==> src/logic/cmd_seq_pkg.sv <==
// shared constants, types and enumerations of the port command sequencer
// assumes one port clock domain and a 32-slot command list
// Functional notes
// software sets write bit for PIO writes
// software clears write bit for PIO reads
// prefetch: packet bytes, entries, write data, idle
// packet command: setup frame, then send packet bytes
// PIO write: setup frame, then one data frame
// PIO read: setup, entry state, idle, await data
// PIO read data frame runs receive phase
// packet write status frame interrupt on bit
// packet read status frame interrupt on bit
// last command plus eager sleep requests link sleep
// only native queued commands, when both support
// queued tag equals command-list slot index
// tags limited to smaller queue depth
// dma setup starts, set-bits frame completes
// queued commands: no prefetch, matching write bit
// software sets issue and active bits together
// dma setup accepted between queued issues
// set-bits frame clears several slots, may interrupt
// single block PIO when multi-block not capable
// PIO data moved by bus mastering
// status frame without bit raises no interrupt
package cmd_seq_pkg;

  localparam int slot_count = 32;
  localparam int data_width = 32;
  localparam int fifo_depth = 4;
  localparam logic [31:0] slots_reset = 32'h0000_0000;

  // received frame kinds from the link
  typedef enum logic [2:0]
  {
    frame_none,
    frame_pio_setup,
    frame_data,
    frame_status,
    frame_dma_setup,
    frame_set_bits,
    frame_dma_activate
  } frame_kind_e;

  // command slot header fields needed by the sequencer
  typedef struct packed
  {
    logic slot_write_direction_bit;
    logic slot_prefetch_bit;
    logic is_packet;
    logic is_queued;
  } slot_header_s;

  // frame arriving from the drive
  typedef struct packed
  {
    frame_kind_e kind;
    logic irq_bit;
    logic [4:0] tag;
    logic [31:0] done_mask;
  } rx_frame_s;

  // memory fetch requests issued by the sequencer
  typedef enum logic [2:0]
  {
    fetch_none,
    fetch_header,
    fetch_packet,
    fetch_entries,
    fetch_payload
  } fetch_kind_e;

  // lowest set bit of a slot mask, used for issue order
  function automatic logic [4:0] lowest_slot(input logic [31:0] mask);
    logic [4:0] idx;
    idx = 5'h1f;
    for (int i = slot_count - 1; i >= 0; i--)
    begin
      if (mask[i])
      begin
        idx = 5'(i);
      end
    end
    return idx;
  endfunction : lowest_slot

endpackage : cmd_seq_pkg

==> src/logic/cmd_sequencer.sv <==
// per-port command sequencer: issues slots, follows frames from the drive
// assumes memory fetches and link framing are done by neighbour blocks
`timescale 1ns/1ps
module cmd_sequencer
  import cmd_seq_pkg::*;
(
  input wire logic clk,
  input wire logic rst_n,
  // software side
  input wire logic [31:0] issue_set,
  input wire logic [31:0] active_set,
  input wire logic ncq_supported,
  input wire logic eager_sleep_enable,
  input wire logic multi_block_pio_capable,
  output logic [31:0] command_issue_reg,
  output logic [31:0] active_tag_reg,
  output logic completion_irq,
  output logic legacy_queue_error,
  // memory fetch side
  output fetch_kind_e fetch_req,
  output logic [4:0] fetch_slot,
  input wire logic fetch_done,
  input wire slot_header_s header_in,
  // link transmit side
  output logic cmd_frame_send,
  input wire logic cmd_frame_ok,
  output logic packet_send,
  input wire logic packet_done,
  output logic data_frame_start,
  input wire logic data_frame_end,
  // write data from memory into link
  input wire logic [data_width-1:0] wr_data,
  input wire logic wr_valid,
  output logic wr_ready,
  output logic [data_width-1:0] tx_data,
  output logic tx_valid,
  input wire logic tx_ready,
  // receive side
  input wire rx_frame_s rx_frame,
  output logic rx_data_to_mem,
  output logic dma_tag_valid,
  output logic [4:0] dma_tag,
  output logic link_sleep_req
);

  typedef enum logic [4:0]
  {
    st_idle,
    st_fetch,
    st_transmit,
    st_pf_packet,
    st_pf_entries,
    early_payload_fetch_state,
    take_control_frame_phase,
    st_pio_entry,
    packet_cmd_entry_state,
    st_pio_update,
    programmed_send_phase,
    programmed_receive_phase,
    status_with_irq_phase,
    st_status_no_irq,
    st_dma_setup,
    st_set_bits,
    eager_link_sleep_check
  } seq_state_e;

  seq_state_e state; // sequencer state
  seq_state_e next_state; // combinational next state
  slot_header_s hdr; // header of the slot in flight
  logic [4:0] cur_slot; // slot in flight
  rx_frame_s frame; // frame held for examination
  logic packet_sent; // packet bytes already sent for this slot

  // fifo outputs
  logic [data_width-1:0] fifo_data;
  logic fifo_valid;

  // decoded frame arrivals, pending slots, completion state and slot mask
  wire logic rx_any = (rx_frame.kind != frame_none);
  wire logic [31:0] pending = command_issue_reg;
  wire logic last_done = (command_issue_reg == slots_reset) &&
                         (active_tag_reg == slots_reset);
  wire logic [31:0] slot_bit = 32'h1 << cur_slot;
  // legacy overlapped queue is refused, only native queuing is served
  wire logic queue_refused = header_in.is_queued && !ncq_supported;

  // write data path through the four word buffer
  word_fifo #(
    .width(data_width),
    .depth(fifo_depth)
  ) u_fifo (
    .clk(clk),
    .rst_n(rst_n),
    .in_data(wr_data),
    .in_valid(wr_valid),
    .in_ready(wr_ready),
    .out_data(fifo_data),
    .out_valid(fifo_valid),
    .out_ready(tx_ready && state == programmed_send_phase)
  );
  // bus-mastered data
  assign tx_data = fifo_data;
  assign tx_valid = fifo_valid && (state == programmed_send_phase);

  // handshake strobes decoded from state
  assign cmd_frame_send = (state == st_transmit);
  assign packet_send = (state == packet_cmd_entry_state);
  assign data_frame_start = (state == programmed_send_phase);
  assign rx_data_to_mem = (state == programmed_receive_phase);

  // fetch request decode
  always_comb
  begin
    fetch_req = fetch_none;
    unique case (state)
      st_fetch: fetch_req = fetch_header;
      st_pf_packet: fetch_req = fetch_packet;
      st_pf_entries: fetch_req = fetch_entries;
      early_payload_fetch_state: fetch_req = fetch_payload;
      default: fetch_req = fetch_none;
    endcase
  end
  assign fetch_slot = cur_slot;

  // next state logic
  always_comb
  begin
    next_state = state;
    unique case (state)
      st_idle:
        // incoming frames win over new issues
        // accept frames between issues
        if (rx_any)
          next_state = take_control_frame_phase;
        else if (pending != slots_reset)
          next_state = st_fetch;
      st_fetch:
        if (fetch_done)
          next_state = queue_refused ? st_idle : st_transmit;
      st_transmit:
        // prefetch order
        if (cmd_frame_ok)
        begin
          if (!hdr.slot_prefetch_bit)
            next_state = st_idle;
          else if (hdr.is_packet)
            next_state = st_pf_packet;
          else
            next_state = st_pf_entries;
        end
      st_pf_packet:
        if (fetch_done)
          next_state = st_pf_entries;
      st_pf_entries:
        if (fetch_done)
          next_state = hdr.slot_write_direction_bit ?
                       early_payload_fetch_state : st_idle;
      early_payload_fetch_state:
        if (fetch_done)
          next_state = st_idle;
      take_control_frame_phase:
        unique case (frame.kind)
          frame_pio_setup: next_state = st_pio_entry;
          // receive phase
          frame_data: next_state = programmed_receive_phase;
          frame_status: next_state = frame.irq_bit ?
                          status_with_irq_phase : st_status_no_irq;
          // dma setup starts
          frame_dma_setup: next_state = st_dma_setup;
          frame_set_bits: next_state = st_set_bits;
          default: next_state = st_idle;
        endcase
      st_pio_entry:
        // packet bytes first
        if (hdr.is_packet && !packet_sent)
          next_state = packet_cmd_entry_state;
        // write sends data
        else if (hdr.slot_write_direction_bit)
          next_state = programmed_send_phase;
        // read waits idle
        else
          next_state = st_idle;
      packet_cmd_entry_state:
        if (packet_done)
          next_state = st_pio_update;
      st_pio_update:
        next_state = st_idle;
      programmed_send_phase:
        if (data_frame_end)
          next_state = st_idle;
      programmed_receive_phase:
        if (data_frame_end)
          next_state = st_idle;
      // interrupt path
      status_with_irq_phase:
        next_state = eager_link_sleep_check;
      // quiet completion
      st_status_no_irq:
        next_state = eager_link_sleep_check;
      st_dma_setup:
        next_state = st_idle;
      st_set_bits:
        next_state = eager_link_sleep_check;
      eager_link_sleep_check:
        next_state = st_idle;
      default:
        next_state = st_idle;
    endcase
  end

  // state register
  always_ff @(posedge clk or negedge rst_n)
  begin
    if (!rst_n)
      state <= st_idle;
    else
      state <= next_state;
  end

  // slot, header and frame capture
  always_ff @(posedge clk or negedge rst_n)
  begin
    if (!rst_n)
    begin
      cur_slot <= '0;
      hdr <= '0;
      frame <= '0;
      packet_sent <= 1'b0;
    end
    else
    begin
      if (state == st_idle && !rx_any && pending != slots_reset)
        cur_slot <= lowest_slot(pending);
      if (state == st_fetch && fetch_done)
      begin
        hdr <= header_in;
        packet_sent <= 1'b0;
      end
      if (state == st_pio_update)
        packet_sent <= 1'b1;
      if (state == st_idle && rx_any)
        frame <= rx_frame;
    end
  end

  // issue register: set by software, cleared once the command frame is out or the slot is refused;
  // a set in the clearing cycle survives
  always_ff @(posedge clk or negedge rst_n)
  begin
    if (!rst_n)
      command_issue_reg <= slots_reset;
    else if ((state == st_transmit && cmd_frame_ok) ||
             (state == st_fetch && fetch_done && queue_refused))
      command_issue_reg <= (command_issue_reg & ~slot_bit) | issue_set;
    else
      command_issue_reg <= command_issue_reg | issue_set;
  end

  // active tags: set by software, cleared by set-bits frames
  always_ff @(posedge clk or negedge rst_n)
  begin
    if (!rst_n)
      active_tag_reg <= slots_reset;
    // clear all indicated
    else if (state == st_set_bits)
      active_tag_reg <= (active_tag_reg & ~frame.done_mask) | active_set;
    else
      active_tag_reg <= active_tag_reg | active_set;
  end

  // event outputs, one cycle each; dma_tag keeps the last setup tag
  always_ff @(posedge clk or negedge rst_n)
  begin
    if (!rst_n)
    begin
      completion_irq <= 1'b0;
      legacy_queue_error <= 1'b0;
      dma_tag_valid <= 1'b0;
      dma_tag <= '0;
      link_sleep_req <= 1'b0;
    end
    else
    begin
      // set-bits interrupt
      completion_irq <= (state == status_with_irq_phase) ||
                        (state == st_set_bits && frame.irq_bit);
      // native queuing only
      legacy_queue_error <= (state == st_fetch) && fetch_done &&
                            queue_refused;
      dma_tag_valid <= (state == st_dma_setup);
      if (state == st_dma_setup)
        dma_tag <= frame.tag;
      // sleep after last
      link_sleep_req <= (state == eager_link_sleep_check) &&
                        eager_sleep_enable && last_done;
    end
  end

  // capability only informs software; single block is its duty
  wire logic unused_cap = multi_block_pio_capable;

endmodule : cmd_sequencer

==> src/logic/word_fifo.sv <==
// small first-in first-out buffer for data words
// assumes both sides share clk; ready and valid on each side
`timescale 1ns/1ps
module word_fifo
  import cmd_seq_pkg::*;
#(
  parameter int width = 32,
  parameter int depth = 4
)
(
  input wire logic clk,
  input wire logic rst_n,
  input wire logic [width-1:0] in_data,
  input wire logic in_valid,
  output logic in_ready,
  output logic [width-1:0] out_data,
  output logic out_valid,
  input wire logic out_ready
);

  localparam int aw = $clog2(depth);

  logic [width-1:0] mem [depth]; // storage words
  logic [aw:0] wr_ptr; // write pointer with wrap bit
  logic [aw:0] rd_ptr; // read pointer with wrap bit
  logic [width-1:0] head; // registered read data
  logic head_valid; // head register holds a word
  // words held, head register included, so the buffer never takes a fifth
  wire logic [aw:0] held = (wr_ptr - rd_ptr) + {{aw{1'b0}}, head_valid};
  wire logic full = (held == (aw+1)'(depth));
  wire logic empty = (wr_ptr == rd_ptr);
  wire logic push = in_valid && !full;
  // refill the head when it is free or leaves this cycle
  wire logic pop = !empty && (!head_valid || out_ready);

  assign in_ready = !full;
  assign out_data = head;
  assign out_valid = head_valid;

  // storage write, no reset needed for data
  always_ff @(posedge clk)
  begin
    if (push)
    begin
      mem[wr_ptr[aw-1:0]] <= in_data;
    end
  end

  // pointers and head register
  always_ff @(posedge clk or negedge rst_n)
  begin
    if (!rst_n)
    begin
      wr_ptr <= '0;
      rd_ptr <= '0;
      head <= '0;
      head_valid <= 1'b0;
    end
    else
    begin
      if (push)
      begin
        wr_ptr <= wr_ptr + 1'b1;
      end
      if (pop)
      begin
        rd_ptr <= rd_ptr + 1'b1;
        head <= mem[rd_ptr[aw-1:0]];
        head_valid <= 1'b1;
      end
      else if (out_ready)
      begin
        head_valid <= 1'b0;
      end
    end
  end

endmodule : word_fifo

==> config.mk <==
export PLATFORM = sky130hd
export DESIGN_NAME = cmd_sequencer
export DESIGN_NICKNAME = d
export VERILOG_FILES = /design/src/logic/cmd_seq_pkg.sv /design/src/logic/cmd_sequencer.sv /design/src/logic/word_fifo.sv
export SDC_FILE = /design/constraint.sdc
export NUM_CORES = 1
export LEC_CHECK = 0
export ABC_AREA = 1
export BUFFER_PORTS_ARGS = -buffer_cell sky130_fd_sc_hd__buf_2
export CORE_MARGIN = 3
export CORE_UTILIZATION = 55
export CTS_CLUSTER_DIAMETER = 80
export CTS_CLUSTER_SIZE = 30
export DETAILED_ROUTE_END_ITERATION = 7
export GPL_TIMING_DRIVEN = 0
export HOLD_SLACK_MARGIN = 0.12
export PLACE_DENSITY = 0.91
export SLEW_MARGIN = 20
export SYNTH_ARGS = -nofsm -noshare
export SYNTH_HDL_FRONTEND = slang
export SYNTH_SLANG_ARGS = --single-unit
==> constraint.sdc <==
create_clock -name clk -period 10 [get_ports clk]
set_clock_uncertainty 0.1 [all_clocks]
set_input_delay 3 -clock clk [delete_from_list [all_inputs] [get_ports clk]]
set_output_delay 3 -clock clk [all_outputs]
set_load 0.02 [all_outputs]
==> flow_summary.yaml <==
global_route:
  antenna_found_initial: 5
  grt_max_degree: 86
  grt_pass1_vias: 9474
  grt_overflow: 0
  grt_usage_pct: 25.44
  grt_pass1_wl_um: 48650
power_and_ir_drop:
  seq_power_share_pct: 44.9
  p_comb_share_pct: 36.6
  pwr-share-clk_pct: 18.5
  switchingPower_uw: 1521
  ir_worst_vdd_v: 0.0002121
  p_per_area_nw_per_um2: 273.4
  p_int_uw: 2435
  leakagePower_uw: 0.006324
  swShare_pct: 38.45
  total_power_uw: 3957
floorplan:
  start_util_pct: 56.72
  die_area_um2: 23830
  ios: 271
  fp.dieW_um: 154.4
  fp.dieH_um: 154.4
  core_area_um2: 21350
  rows: 53
route:
  dr.pass1.iters: 5
  wl_um: 31440
  route.detailed.drc: 0
  vias: 9294
  ant_nets: 0
  drt-vias-per-instance: 5.519
  drt_iter0_drc: 772
  wire_per_inst_um: 18.67
sta:
  final-hold-violation-count: 0
  clock.fmax_mhz: 164.5
  fin_crit_ns: 6.079
  worst_slew_pin_slew_ns: 0.7013
  slew_viol_final: 0
  grt_setup_unrepaired: "no"
  finalSetupViolations: 0
  fin_tns_setup_ns: 0
  fin_crit_sh_pct: 60.79
  relSlewSlack_pct: 53.25
flow_run:
  maxCapViolations: 0
cells_and_area:
  fin_util_pct: 67.78
  layout-drive-gt1-share_pct: 23.91
  fillCellCount: 1523
  area_delta_synth_final_pct: 19.51
  layout.cells.non_filler: 1684
  largest_reg_flops: 128
  nets: 1558
  finalInstanceArea_um2: 14470
setup_path:
  cp-start-kind: "flip-flop"
  rrSetupSlack_ns: 6.26
  startpoint: "u_fifo.rd_ptr[1]"
  cp.arrival_ns: 2.98
  r2r-start: "u_fifo.rd_ptr[1]"
  path_delay_family: "buffers and inverters"
  critical_path_class: "flip-flop to primary output"
  cpMaxStageDelayCell: "dfrtp_1"
  critPathMaxFanout: 10
  path_cells: "inv_1 > clkbuf_1 > ha_1 > inv_1 > fa_1 > xor2_1 > xnor2_1 > nand3b_1 > buf_2"
  cp_data_required_time_ns: 6.90
  worst_setup_path_end_kind: "primary output"
  timing.critical_path.mode_cell: "inv_1"
  path_buf_inv: 4
  cpPeakStageDelay_ns: 0.52
synth:
  ys_async_sr_fraction_pct: 56.61
  synth_compound_area_share_pct: 10.47
  synth_cell_types: 42
  synth_ff_type: "dfrtp_1"
  synth-edff-count: 128
  synth_adder_area_share_pct: 1.095
  synth_mux_area_share_pct: 4.091
  synth_top_family_by_area: "simple AND/OR/NAND/NOR gates"
  synth_common_cells: "175 x nor2_1, 167 x dfrtp_1, 128 x edfxtp_1"
  ys_ff_latch: 295
  synthesis.area_um2: 12110
  synthSimpleGateAreaFrac_pct: 11.91
  netlist_top_cells_area: "dfrtp_1 35%, edfxtp_1 32%, nor2_1 5.4%, o21ai_0 4.3%, inv_1 3.7%"
  synth_nets: 1267
  synthesis.instances: 1105
  yosysTopAreaCell: "dfrtp_1"
  synth_top_area_share_pct: 34.51
  synth-xor-area-share_pct: 0.5063
  avgSynthCellArea_um2: 10.96
  ys_seq_area_share_pct: 66.25
  yosys_warnings: 0
  yosysMostFrequentCell: "nor2_1"
cts:
  cts_num_sinks: 295
  cts_setup_buffers: 0
  cts-root-buf: "clkbuf_16"
  cts_tree: "yes"
  h-tree-depth: 1
  cts-resized-gates: 0
  postCtsHoldBufs: 0
  path_clk_slew_ns: 0.11
  clk_latency_ns: 0.51
  numCtsBuffers: 15
  clock_path_buffers: 3
placement:
  place.gp.congestion: 0.9399
  placed_area_um2: 13960
  portBuffers: 269
  dp.cells: 1654
  dp_hpwl_um: 22700
hold_path:
  min-delay-start: "u_fifo.out_data[21]"
  min_path_type: "flip-flop to flip-flop"
outcome:
  outcome: "complete, no violations"
[logic make-up (layout without fill, tap and decap cells)]
| logic type | after synthesis | in the layout |
|---|---|---|
| AO/OA/AOI/OAI | 223 | 223 |
| multiplexers | 44 | 44 |
| XOR/XNOR | 7 | 7 |
| other | 0 | 4 |
| flip-flops | 295 | 295 |
| AND/OR/NAND/NOR | 352 | 352 |
| adder cells (fa/ha/maj) | 10 | 10 |
| buffers and inverters | 174 | 474 |
[power groups by stage]
stage | Clock (uW) | Sequential, uW | Combinational (uW)
after global placement | 0 | 1790 | 1330
after global routing | 777 | 1810 | 1600
after detailed placement | 0 | 1800 | 1450
final | 734 | 1770 | 1450
after CTS | 741 | 1770 | 1450
after floorplan | 0 | 1870 | 822
[cell type report]
class | instances | area, um2 | share of cell area [%]
clock buffer | 17 | 382.9 | 2.645
sequential | 295 | 8023 | 55.43
timing repair buffer | 274 | 1479 | 10.22
buffer | 38 | 162.7 | 1.124
antenna | 4 | 10.01 | 0.06916
inverter | 136 | 525.5 | 3.631
clock inverter | 9 | 116.4 | 0.8040
multi-input combinational | 636 | 3430 | 23.70
tap | 275 | 344.1 | 2.377
[cells in the final DEF, fill, tap and decap left out, types with 9 or more instances in the layout]
cell type,instances
buf_2,272
nor2_1,171
dfrtp_1,167
edfxtp_1,128
nand2_1,119
inv_1,119
o21ai_0,103
mux2_1,39
a21oi_1,37
o22ai_1,34
clkbuf_1,33
o21bai_1,30
nand3_1,24
clkbuf_16,15
inv_2,13
nor4_1,11
ha_1,9
[worst reg2reg max path, stage by stage (launching register included)]
cell,delay [ns]
dfrtp_1,0.52
inv_1,0.19
clkbuf_1,0.29
ha_1,0.36
inv_1,0.06
fa_1,0.37
xor2_1,0.16
xnor2_1,0.14
nand3b_1,0.13
nand2_1,0.29
nor2_4,0.56
buf_16,0.25
[path summary, 6_finish.rpt]
kind	to	depth (start not counted)
setup / recovery	wr_ready	9
hold / removal	u_fifo.out_data[21]	1
setup reg to reg	u_fifo.mem[3][31]	11
hold reg to reg	u_fifo.out_data[21]	1
max in group asynchronous	frame[0]	2
min in group asynchronous	u_fifo.out_data[9]	1
[per-layer routing]
| layer | global-route usage (%) | share of wire [%] | vias up |
|---|---|---|---|
| li1 | - | - | 4294 |
| met1 | 33.47 | 40 | 4553 |
| met3 | 3.665 | 5.9 | 85 |
| met4 | 10.56 | 4.0 | 2 |
| met5 | 0 | 0.038 | - |
| met2 | 42.87 | 50 | 360 |
[per-stage QoR]
step                      worst slack [ns]  hold WS, ns
final                                3.921       0.3965
after global routing                 3.814       0.4138
after CTS                            3.934       0.4002
after detailed placement             4.494       0.3761
after global placement               3.105       0.3677
after floorplan                      4.899       0.3537
Note: power is estimated with default switching activity, not from simulation.
